**config.mk**
```make
export PLATFORM = sky130hd
export DESIGN_NAME = ccs_clock_source_cycler
export DESIGN_NICKNAME = d
export VERILOG_FILES = /design/src/logic/ccs_pkg.sv /design/src/logic/ccs_blink_if.sv /design/src/logic/ccs_clock_source_cycler.sv /design/src/logic/ccs_blink_timer.sv
export VERILOG_INCLUDE_DIRS = /design/src /design/src/logic
export SDC_FILE = /design/constraint.sdc
export NUM_CORES = 1
export LEC_CHECK = 0
export BUFFER_PORTS_ARGS = -buffer_cell sky130_fd_sc_hd__buf_2
export CORE_ASPECT_RATIO = 1.5
export CORE_MARGIN = 5
export CORE_UTILIZATION = 64
export CTS_BUF_LIST = sky130_fd_sc_hd__clkbuf_8
export CTS_CLUSTER_SIZE = 8
export DETAILED_ROUTE_END_ITERATION = 10
export PLACE_DENSITY = 0.82
export SKIP_LAST_GASP = 1
export SYNTH_ARGS = -nofsm -noshare
export SYNTH_HDL_FRONTEND = slang
export SYNTH_SLANG_ARGS = --single-unit
```
**constraint.sdc**
```tcl
create_clock -name i_ref_clk -period 3.15 [get_ports i_ref_clk]
set_clock_uncertainty 0.1 [all_clocks]
set_input_delay 0.4725 -clock i_ref_clk [delete_from_list [all_inputs] [get_ports i_ref_clk]]
set_output_delay 0.4725 -clock i_ref_clk [all_outputs]
set_load 0.005 [all_outputs]
```
**src/logic/ccs_defines.svh**
```systemverilog
`ifndef CCS_DEFINES_SVH
`define CCS_DEFINES_SVH

// ---------------------------------------------------------------
// Clock and timing
// ---------------------------------------------------------------
`define CCS_REF_CLK_MHZ 100
`define CCS_BLINK_FAST_MS 500
`define CCS_BLINK_MAIN_MS 1000
`define CCS_BLINK_SUB_MS 2000
`define CCS_DEB_TICK_US 10
`define CCS_DEB_COUNT 12'h3e8
`define CCS_DEB_ZERO 12'h000
`define CCS_BLINK_W 28
`define CCS_TICK_W 12

// ---------------------------------------------------------------
// Clock select encodings
// ---------------------------------------------------------------
`define CCS_SEL_FAST 2'h0
`define CCS_SEL_MAIN 2'h1
`define CCS_SEL_SUB 2'h2

`endif

```
**src/logic/ccs_pkg.sv**
```systemverilog
package ccs_pkg;
    typedef enum logic [1:0] {
        CCS_SRC_FAST,
        CCS_SRC_MAIN,
        CCS_SRC_SUB
    } ccs_src_t;

    typedef enum logic [2:0] {
        CCS_ST_IDLE,
        CCS_ST_DEBOUNCE,
        CCS_ST_START_OSC,
        CCS_ST_SWITCH,
        CCS_ST_STOP
    } ccs_state_t;
endpackage

```
**src/logic/ccs_blink_if.sv**
```systemverilog
`timescale 1ns/1ps
`default_nettype none
interface ccs_blink_if;
    ccs_pkg::ccs_src_t src;
    logic led;

    modport ctrl (
        output src,
        input led
    );
    modport timer (
        input src,
        output led
    );
endinterface
`default_nettype wire

```
**src/logic/ccs_clock_source_cycler.sv**
```systemverilog
`timescale 1ns/1ps
`default_nettype none
`include "ccs_defines.svh"
// Notes on behaviour
// (RL1) Each accepted press advances source: fast osc, main crystal, sub crystal, repeat.
// (RL2) With fast oscillator selected, main crystal is stopped.
// (RL3) With main crystal selected, fast oscillator is stopped.
// (RL4) With sub crystal selected, main crystal and fast oscillator are stopped.
// (RL5) Sub crystal stays enabled at all times.
// (RL6) LED toggles every 0.5 s, 1 s or 2 s by active source.
// (RL7) Falling edge of button input starts the change sequence.
// (RL8) A 12-bit interval count waits out chatter before accepting press.
// (RL9) Blink timer follows the selected clock and drives a dedicated LED bit.
// (RL10) Switch only after target is stable; stop others after switch-over is confirmed.
module ccs_clock_source_cycler #(
    parameter int unsigned BLINK_FAST_CYC = `CCS_BLINK_FAST_MS * `CCS_REF_CLK_MHZ * 1000,
    parameter int unsigned BLINK_MAIN_CYC = `CCS_BLINK_MAIN_MS * `CCS_REF_CLK_MHZ * 1000,
    parameter int unsigned BLINK_SUB_CYC = `CCS_BLINK_SUB_MS * `CCS_REF_CLK_MHZ * 1000,
    parameter logic [`CCS_TICK_W-1:0] DEB_TICK_CYC =
        `CCS_TICK_W'(`CCS_DEB_TICK_US * `CCS_REF_CLK_MHZ)
) (
    input wire logic i_ref_clk,
    input wire logic i_rst_b,
    input wire logic i_button_irq_input_b,
    input wire logic i_fast_osc_stable,
    input wire logic i_main_xtal_stable,
    input wire logic [1:0] i_clk_sel_status,
    output logic o_fast_osc_en,
    output logic o_main_xtal_en,
    output logic o_sub_xtal_en,
    output logic [1:0] o_clk_sel,
    output logic o_busy,
    output logic o_led_output_bit
);

    // ---------------------------------------------------------------
    // Declarations
    // ---------------------------------------------------------------
    logic [1:0] btn_sync_reg;
    logic btn_prev_reg;
    logic [1:0] fast_sync_reg;
    logic [1:0] main_sync_reg;
    logic [1:0] sel0_sync_reg;
    logic [1:0] sel1_sync_reg;
    logic [`CCS_TICK_W-1:0] tick_cnt_reg;
    logic [`CCS_TICK_W-1:0] deb_cnt_reg;
    logic fast_en_reg;
    logic main_en_reg;
    logic [1:0] clk_sel_reg;
    ccs_pkg::ccs_state_t state_reg;
    ccs_pkg::ccs_state_t state_next;
    ccs_pkg::ccs_src_t cur_src_reg;
    ccs_pkg::ccs_src_t tgt_src_reg;
    logic btn_fall;
    logic tick;
    logic tgt_stable;
    logic [1:0] sel_status;
    ccs_blink_if bif ();

    function automatic ccs_pkg::ccs_src_t next_src(input ccs_pkg::ccs_src_t s);
        case (s)
            ccs_pkg::CCS_SRC_FAST: next_src = ccs_pkg::CCS_SRC_MAIN;
            ccs_pkg::CCS_SRC_MAIN: next_src = ccs_pkg::CCS_SRC_SUB;
            default: next_src = ccs_pkg::CCS_SRC_FAST;
        endcase
    endfunction

    function automatic logic [1:0] sel_code(input ccs_pkg::ccs_src_t s);
        case (s)
            ccs_pkg::CCS_SRC_FAST: sel_code = `CCS_SEL_FAST;
            ccs_pkg::CCS_SRC_MAIN: sel_code = `CCS_SEL_MAIN;
            default: sel_code = `CCS_SEL_SUB;
        endcase
    endfunction

    // ---------------------------------------------------------------
    // Input synchronisers
    // ---------------------------------------------------------------
    always_ff @(posedge i_ref_clk) begin
        if (!i_rst_b) begin
            btn_sync_reg <= 2'h3;
            fast_sync_reg <= 2'h0;
            main_sync_reg <= 2'h0;
            sel0_sync_reg <= 2'h0;
            sel1_sync_reg <= 2'h0;
        end else begin
            btn_sync_reg <= {btn_sync_reg[0], i_button_irq_input_b};
            fast_sync_reg <= {fast_sync_reg[0], i_fast_osc_stable};
            main_sync_reg <= {main_sync_reg[0], i_main_xtal_stable};
            sel0_sync_reg <= {sel0_sync_reg[0], i_clk_sel_status[0]};
            sel1_sync_reg <= {sel1_sync_reg[0], i_clk_sel_status[1]};
        end
    end

    always_ff @(posedge i_ref_clk) begin
        if (!i_rst_b) begin
            btn_prev_reg <= 1'b1;
        end else begin
            btn_prev_reg <= btn_sync_reg[1];
        end
    end

    assign btn_fall = btn_prev_reg && !btn_sync_reg[1]; // RL7
    assign sel_status = {sel1_sync_reg[1], sel0_sync_reg[1]};

    always_comb begin
        case (tgt_src_reg)
            ccs_pkg::CCS_SRC_FAST: tgt_stable = fast_sync_reg[1];
            ccs_pkg::CCS_SRC_MAIN: tgt_stable = main_sync_reg[1];
            default: tgt_stable = 1'b1;
        endcase
    end

    // ---------------------------------------------------------------
    // Debounce interval timer
    // ---------------------------------------------------------------
    always_ff @(posedge i_ref_clk) begin
        if (!i_rst_b || state_reg != ccs_pkg::CCS_ST_DEBOUNCE) begin
            tick_cnt_reg <= `CCS_DEB_ZERO;
        end else if (tick) begin
            tick_cnt_reg <= `CCS_DEB_ZERO;
        end else begin
            tick_cnt_reg <= tick_cnt_reg + `CCS_TICK_W'd1;
        end
    end

    assign tick = tick_cnt_reg == DEB_TICK_CYC - `CCS_TICK_W'd1;

    always_ff @(posedge i_ref_clk) begin
        if (!i_rst_b || state_reg != ccs_pkg::CCS_ST_DEBOUNCE) begin
            deb_cnt_reg <= `CCS_DEB_ZERO;
        end else if (tick) begin
            deb_cnt_reg <= deb_cnt_reg + `CCS_TICK_W'd1; // RL8
        end
    end

    // ---------------------------------------------------------------
    // Change sequencer
    // ---------------------------------------------------------------
    always_comb begin
        state_next = state_reg;
        case (state_reg)
            ccs_pkg::CCS_ST_IDLE: begin
                if (btn_fall) begin
                    state_next = ccs_pkg::CCS_ST_DEBOUNCE; // RL7
                end
            end
            ccs_pkg::CCS_ST_DEBOUNCE: begin
                if (deb_cnt_reg == `CCS_DEB_COUNT) begin
                    state_next = btn_sync_reg[1] ? ccs_pkg::CCS_ST_IDLE
                                                 : ccs_pkg::CCS_ST_START_OSC; // RL8
                end
            end
            ccs_pkg::CCS_ST_START_OSC: begin
                if (tgt_stable) begin
                    state_next = ccs_pkg::CCS_ST_SWITCH; // RL10
                end
            end
            ccs_pkg::CCS_ST_SWITCH: begin
                if (sel_status == sel_code(tgt_src_reg)) begin
                    state_next = ccs_pkg::CCS_ST_STOP; // RL10
                end
            end
            ccs_pkg::CCS_ST_STOP: state_next = ccs_pkg::CCS_ST_IDLE;
            default: state_next = ccs_pkg::CCS_ST_IDLE;
        endcase
    end

    always_ff @(posedge i_ref_clk) begin
        if (!i_rst_b) begin
            state_reg <= ccs_pkg::CCS_ST_IDLE;
        end else begin
            state_reg <= state_next;
        end
    end

    always_ff @(posedge i_ref_clk) begin
        if (!i_rst_b) begin
            tgt_src_reg <= ccs_pkg::CCS_SRC_FAST;
        end else if (state_reg == ccs_pkg::CCS_ST_DEBOUNCE) begin
            tgt_src_reg <= next_src(cur_src_reg); // RL1
        end
    end

    always_ff @(posedge i_ref_clk) begin
        if (!i_rst_b) begin
            clk_sel_reg <= `CCS_SEL_FAST;
            cur_src_reg <= ccs_pkg::CCS_SRC_FAST;
        end else if (state_reg == ccs_pkg::CCS_ST_START_OSC && tgt_stable) begin
            clk_sel_reg <= sel_code(tgt_src_reg); // RL10
            cur_src_reg <= tgt_src_reg; // RL1
        end
    end

    // ---------------------------------------------------------------
    // Oscillator enables
    // ---------------------------------------------------------------
    always_ff @(posedge i_ref_clk) begin
        if (!i_rst_b) begin
            fast_en_reg <= 1'b1;
            main_en_reg <= 1'b0; // RL2
        end else if (state_reg == ccs_pkg::CCS_ST_START_OSC) begin
            if (tgt_src_reg == ccs_pkg::CCS_SRC_FAST) begin
                fast_en_reg <= 1'b1;
            end
            if (tgt_src_reg == ccs_pkg::CCS_SRC_MAIN) begin
                main_en_reg <= 1'b1;
            end
        end else if (state_reg == ccs_pkg::CCS_ST_STOP) begin
            case (cur_src_reg)
                ccs_pkg::CCS_SRC_FAST: main_en_reg <= 1'b0; // RL2
                ccs_pkg::CCS_SRC_MAIN: fast_en_reg <= 1'b0; // RL3
                default: begin
                    fast_en_reg <= 1'b0; // RL4
                    main_en_reg <= 1'b0; // RL4
                end
            endcase
        end
    end

    // ---------------------------------------------------------------
    // Blink timer
    // ---------------------------------------------------------------
    assign bif.src = cur_src_reg; // RL9

    ccs_blink_timer #(
        .FAST_CYC(`CCS_BLINK_W'(BLINK_FAST_CYC)), // RL6
        .MAIN_CYC(`CCS_BLINK_W'(BLINK_MAIN_CYC)),
        .SUB_CYC(`CCS_BLINK_W'(BLINK_SUB_CYC))
    ) u_blink (
        .i_ref_clk(i_ref_clk),
        .i_rst_b(i_rst_b),
        .bif(bif)
    );

    assign o_fast_osc_en = fast_en_reg;
    assign o_main_xtal_en = main_en_reg;
    assign o_sub_xtal_en = 1'b1; // RL5
    assign o_clk_sel = clk_sel_reg;
    assign o_busy = state_reg != ccs_pkg::CCS_ST_IDLE;
    assign o_led_output_bit = bif.led; // RL9
endmodule
`default_nettype wire

```
**src/logic/ccs_blink_timer.sv**
```systemverilog
`timescale 1ns/1ps
`default_nettype none
`include "ccs_defines.svh"
module ccs_blink_timer #(
    parameter logic [`CCS_BLINK_W-1:0] FAST_CYC = `CCS_BLINK_W'd50000000,
    parameter logic [`CCS_BLINK_W-1:0] MAIN_CYC = `CCS_BLINK_W'd100000000,
    parameter logic [`CCS_BLINK_W-1:0] SUB_CYC = `CCS_BLINK_W'd200000000
) (
    input wire logic i_ref_clk,
    input wire logic i_rst_b,
    ccs_blink_if.timer bif
);
    logic [`CCS_BLINK_W-1:0] cnt_reg;
    logic [`CCS_BLINK_W-1:0] limit;
    logic led_reg;
    ccs_pkg::ccs_src_t src_reg;

    // ---------------------------------------------------------------
    // Interval per running source
    // ---------------------------------------------------------------
    always_comb begin
        case (bif.src)
            ccs_pkg::CCS_SRC_FAST: limit = FAST_CYC;
            ccs_pkg::CCS_SRC_MAIN: limit = MAIN_CYC;
            ccs_pkg::CCS_SRC_SUB: limit = SUB_CYC;
            default: limit = FAST_CYC;
        endcase
    end

    // ---------------------------------------------------------------
    // Interval counter, restarted on a source change
    // ---------------------------------------------------------------
    always_ff @(posedge i_ref_clk) begin
        if (!i_rst_b) begin
            cnt_reg <= '0;
            src_reg <= ccs_pkg::CCS_SRC_FAST;
        end else begin
            src_reg <= bif.src;
            if (src_reg != bif.src || cnt_reg >= limit - `CCS_BLINK_W'd1) begin
                cnt_reg <= '0;
            end else begin
                cnt_reg <= cnt_reg + `CCS_BLINK_W'd1;
            end
        end
    end

    always_ff @(posedge i_ref_clk) begin
        if (!i_rst_b) begin
            led_reg <= 1'b0;
        end else if (src_reg == bif.src && cnt_reg >= limit - `CCS_BLINK_W'd1) begin
            led_reg <= ~led_reg; // RL6
        end
    end

    assign bif.led = led_reg;
endmodule
`default_nettype wire

```
# ---- Word level (Yosys, flattened, before mapping)
# Index checks and enable logic that the tools add are counted.
dict set report word_totals {
  register_bits 77
  latchBits 0
  ram_bits 0
  rom_bits 0
  in_bits 7
  out_inout_bits 7
  wordCells 81
  mem_count 0
}
dict set report classes {
  addsub 4
  multipliers 0
  div 0
  n_lt_le_gt_ge 1
  n_eq_ne 21
  shifts 0
  mux 19
  bitwise 2
  n_reduce_logical 17
}
# operator n
set op_table {}
lappend op_table {{28-bit one-hot mux with 2 select lines} 1}
lappend op_table {{28-bit by 1-bit adder with 28-bit output (second input constant)} 1}
lappend op_table {{28-bit >= comparator} 1}
lappend op_table {{28-bit by 1-bit subtractor with 28-bit output (second input constant)} 1}
lappend op_table {{12-bit by 1-bit adder with 12-bit output (second input constant)} 2}
lappend op_table {{12-bit by 10-bit == test with 1-bit output (second input constant)} 2}
lappend op_table {{3-bit two-way mux} 4}
lappend op_table {{2-bit != test (second input constant)} 6}
lappend op_table {{3-bit one-hot mux with 4 select lines} 1}
lappend op_table {{1-bit two-way mux} 8}
lappend op_table {{2-bit one-hot mux with 2 select lines} 2}
lappend op_table {{3-bit by 2-bit == test with 1-bit output (second input constant)} 2}
lappend op_table {{3-bit AND reduction} 2}
lappend op_table {{2-bit by 1-bit == test with 1-bit output (second input constant)} 2}
lappend op_table {{2-bit == test} 2}
lappend op_table {{2-bit zero test} 2}
lappend op_table {{2-bit two-way mux} 2}
lappend op_table {{2-bit by 1-bit != test with 1-bit output (second input constant)} 2}
lappend op_table {{4-bit AND reduction} 1}
lappend op_table {{2-bit OR reduction} 2}
lappend op_table {{3-bit by 1-bit == test with 1-bit output (second input constant)} 1}
lappend op_table {{3-bit == test (second input constant)} 1}
lappend op_table {{1-bit logical AND} 3}
lappend op_table {{3-bit zero test} 1}
lappend op_table {{other kinds (9)} 12}

# ---- Depth between registers and ports, before layout
dict set report depth {
  word_depth 6
  ltp_mapped 10
}

# ---- Hierarchy
# From an unflattened synthesis, not the netlist that was laid out.
dict set report unflattened {
  hier_cells 409
  area_unflattened_um2 3714.8
}
# mod n_inst cells_each area_each_um2
set by_module_without_submodules {}
lappend by_module_without_submodules {ccs_clock_source_cycler 1 214 1960.6}
lappend by_module_without_submodules {ccs_blink_timer 1 195 1754.2}

# ---- Worst setup path before layout
# OpenSTA, ideal clock, no wires.
dict set report synth_path {
  path_kind {register to register}
  start {register cur_src_reg[0], in the netlist bif.src[0]}
  end {register u_blink.cnt_reg[10]}
  setup_time_ns 0.078
  t_arrival_ns 2.473
  required_time_ns 2.972
  slack_ns 0.499
  stages_incl_launch_ff 11
  path_buffers 2
  synth_period_minus_slack_ns 2.651
  path_cell_list {dfxtp_1 inv_1 ha_1 inv_1 ha_1 and4_1 and3_1 or4_1 clkbuf_1 clkbuf_1 nor3_1}
}
dict set report synth_via {
  elab_chain_len 6
}
# element line
set synth_rtl {}
lappend synth_rtl {{start: declaration} ccs_clock_source_cycler.sv:52} ;# ccs_pkg::ccs_src_t cur_src_reg;
lappend synth_rtl {{start signal: assignment} ccs_clock_source_cycler.sv:188} ;# cur_src_reg <= ccs_pkg::CCS_SRC_FAST;
lappend synth_rtl {{start signal: assignment} ccs_clock_source_cycler.sv:191} ;# cur_src_reg <= tgt_src_reg;
lappend synth_rtl {{2-bit == test / 2-bit by 1-bit == test with 1-bit output (equally long branches)} ccs_blink_timer.sv:22} ;# case (bif.src)
lappend synth_rtl {{28-bit one-hot mux with 2 select lines} ccs_blink_timer.sv:22}
lappend synth_rtl {{28-bit by 1-bit subtractor with 28-bit output} ccs_blink_timer.sv:39} ;# if (src_reg != bif.src || cnt_reg >= limit - `CCS_BLINK_W'd1) begin
lappend synth_rtl {{28-bit >= comparator} ccs_blink_timer.sv:39}
lappend synth_rtl {{1-bit logical OR *} ccs_blink_timer.sv:39}
lappend synth_rtl {{2-bit OR reduction (no line) *} -}
lappend synth_rtl {{end signal: assignment} ccs_blink_timer.sv:42} ;# cnt_reg <= cnt_reg + `CCS_BLINK_W'd1;
lappend synth_rtl {{end: declaration} ccs_blink_timer.sv:13} ;# logic [`CCS_BLINK_W-1:0] cnt_reg;
# Every way passes the cells marked *; elsewhere a longest branch is shown, timed or not.
# A chain may end at the register's enable or synchronous reset.

# ---- Worst setup path in the final report
dict set report layout_path {
  start {register cur_src_reg[0], in the netlist bif.src[0]}
  end {register u_blink.cnt_reg[3]}
}
# The elaborated chain is that of the path after synthesis.

==> results.toml <==
[placed_design]
pre_cts_ws_ps = 449.6
place_area_sq_um = 3777
place.gp.congestion = 0.8627
dp_hpwl_um = 4876
dp.cells = 486
portBuffers = 12

[synthesis]
ys_seq_elements = 77
yosysMostFrequentCell = "dfxtp_1"
synthTopCellsByCount = "dfxtp_1, nor2_1, nor3_1"
synth_edf_count = 0
synth_area_leaders = "dfxtp_1, ha_1, xnor2_1, nor3_1, xor2_1"
syn_inst = 415
ys_types = 47
synth_ff_type = "dfxtp_1"
async_reset_ff_share_pct = 0
syn_area_sq_um = 3669
syn_avg_cell_area_sq_um = 8.840
synth_seq_area_share_pct = 42.02
yosysWarnings = 0
yosys.area.top_type_share_pct = 42.02
synth_fp_nets = 445
yosysTopAreaCell = "dfxtp_1"

[clock_tree]
holdBufCountCts = 0
clockBufferDepth = 2
cts_sinks = 77
h-tree-depth = 3
cts-root-buf = "clkbuf_8"
cts.reportedPaths.clkPinSlew_ps = 70
postCtsSetupBuffers = 0
cts_tree = "built"
post_cts_resize_count = 0
cts_buffers = 9
clk_latency_ps = 340

[layout]
syn_to_final_growth_pct = 7.844
multi_input_area_sq_um = 2009
finalNonFillerCells = 501
diodes = 0
largest_register_ff_count = 28
utilization_pct = 71.51
nFillCells = 438
fin_nets = 457
drive_above_1_share_pct = 8.817
postLayoutCellArea_sq_um = 3956
seq_area_sq_um = 1541

[power]
leakagePower_nw = 1.438
p_clk_share_pct = 39.9
internal_power_mw = 1.361
power_switching_mw = 0.3736
power_density_nw_per_um2 = 438.4
pwr-share-comb_pct = 2.7
swShare_pct = 21.54
max-vdd-ir-drop_v = 0.0003060
total_power_mw = 1.735
seqPwrFrac_pct = 57.4

[timing]
slew_headroom_pct = 45.73
rsz0062_at_grt = "no"
hold_viol = 0
fin_ws_ps = 410.4
period_minus_slack_ps = 2740
max_freq_mhz = 365.0
drv_slew = 0
period_share_pct = 86.97
worstMarginPinSlew_ps = 806.6
setup_viol = 0
setup_tns_ps = 0
fin_hold_ws_ps = 214.3

[routing]
first_iter_violations = 139
vias_per_cell = 5.754
routed_wl_um = 6833
dr.pass1.iters = 4
vias = 2883
wl_per_cell_um = 13.64
ant_nets = 0
drcViolationCount = 0

[global_routing]
grt_pass1_wl_um = 12120
grt_overflow = 0
antenna_found_initial = 0
grt_max_degree = 29
grt_pass1_vias = 2807
grt_usage_pct = 20.63

[worst_setup_path]
path_class = "reg2reg"
cp-end-kind = "register"
arrival_ps = 2900
critPathMaxFanout = 28
worstSetupStartpointType = "register"
required_ps = 3310

[die]
ios = 14
rows = 33
core-area_sq_um = 5533
die_area_sq_um = 7377
die_h_um = 102.7
start_util_pct = 66.30
die_x_um = 71.82

[run]
maxCapViolations = 0

[outcome]
status = "finished, final reports clean"

[min_path]
hold_path_class = "in2reg"
kinds of logic after synthesis:
family	synth area share, %
other	0.1022
and+or+nand+nor	27.66
xor gates and xnor gates	11.22
muxes	1.637
adders and majority gates	7.845
AOI/OAI and AO/OA	6.208
buffers and inverters	3.308
DFF	42.02
worst max-delay path, cell delays in order, from the launching register on:
cell and delay (ps):
dfxtp_1 390, inv_1 120, ha_1 340, inv_1 110, ha_1 230, and4_1 200, and3_1 220, or4_1 490
buf_4 250, nor3_1 210
layout make-up:
class,instances,area share [%]
clock inverter,6,1.392
inverter,15,1.423
clock buffer,9,3.131
multi-input combinational,309,50.79
sequential,77,38.96
timing repair buffer,15,2.087
tap,70,2.214
routing by layer:
layer	vias up	wire length (um)	global-route usage, %	share of wire (%)
li1	1475	-	-	-
met1	1364	2964	22.22	43
met2	28	3547	36.61	52
met3	16	155	5.854	2.3
met4	0	165	10.42	2.4
met5	-	0	0	0
cells in the final DEF, fill, tap and decap left out, drive strengths merged, types with 2 or more instances in the layout:
master,n
a211oi,5
a21oi,13
and2,9
and3,8
buf,15
clkbuf,9
clkinv,5
dfxtp,77
ha,23
inv,15
mux2i,6
nand2,29
nand2b,3
nand3,16
nand3b,4
nand4,17
nor2,44
nor2b,4
nor3,40
nor3b,3
nor4,9
o21ai,6
or3,2
or4,4
xnor2,28
xor2,19
power groups by stage:
stage | sequential [mW] | combinational, mW | clock (mW)
3_3_place_gp | 1.02 | 0.0457 | 0
3_5_place_dp | 1.02 | 0.0469 | 0
6_report | 0.996 | 0.0467 | 0.692
5_1_grt | 0.998 | 0.0531 | 0.748
4_1_cts | 0.996 | 0.0473 | 0.710
2_1_floorplan | 1.02 | 0.0365 | 0
final timing paths:
kind              cells after the start                       endpoint  slack (ps)                  startpoint
setup / recovery                      9  u_blink.cnt_reg[3]$_SDFF_PP0_         410     bif.src[0]$_SDFFE_PN0P_
hold / removal                        2     btn_sync_reg[0]$_SDFF_PN1_         210        i_button_irq_input_b
setup reg to reg                      9  u_blink.cnt_reg[3]$_SDFF_PP0_         410     bif.src[0]$_SDFFE_PN0P_
hold reg to reg                       1     btn_sync_reg[1]$_SDFF_PN1_         310  btn_sync_reg[0]$_SDFF_PN1_
(Power assumes the default switching activity.)
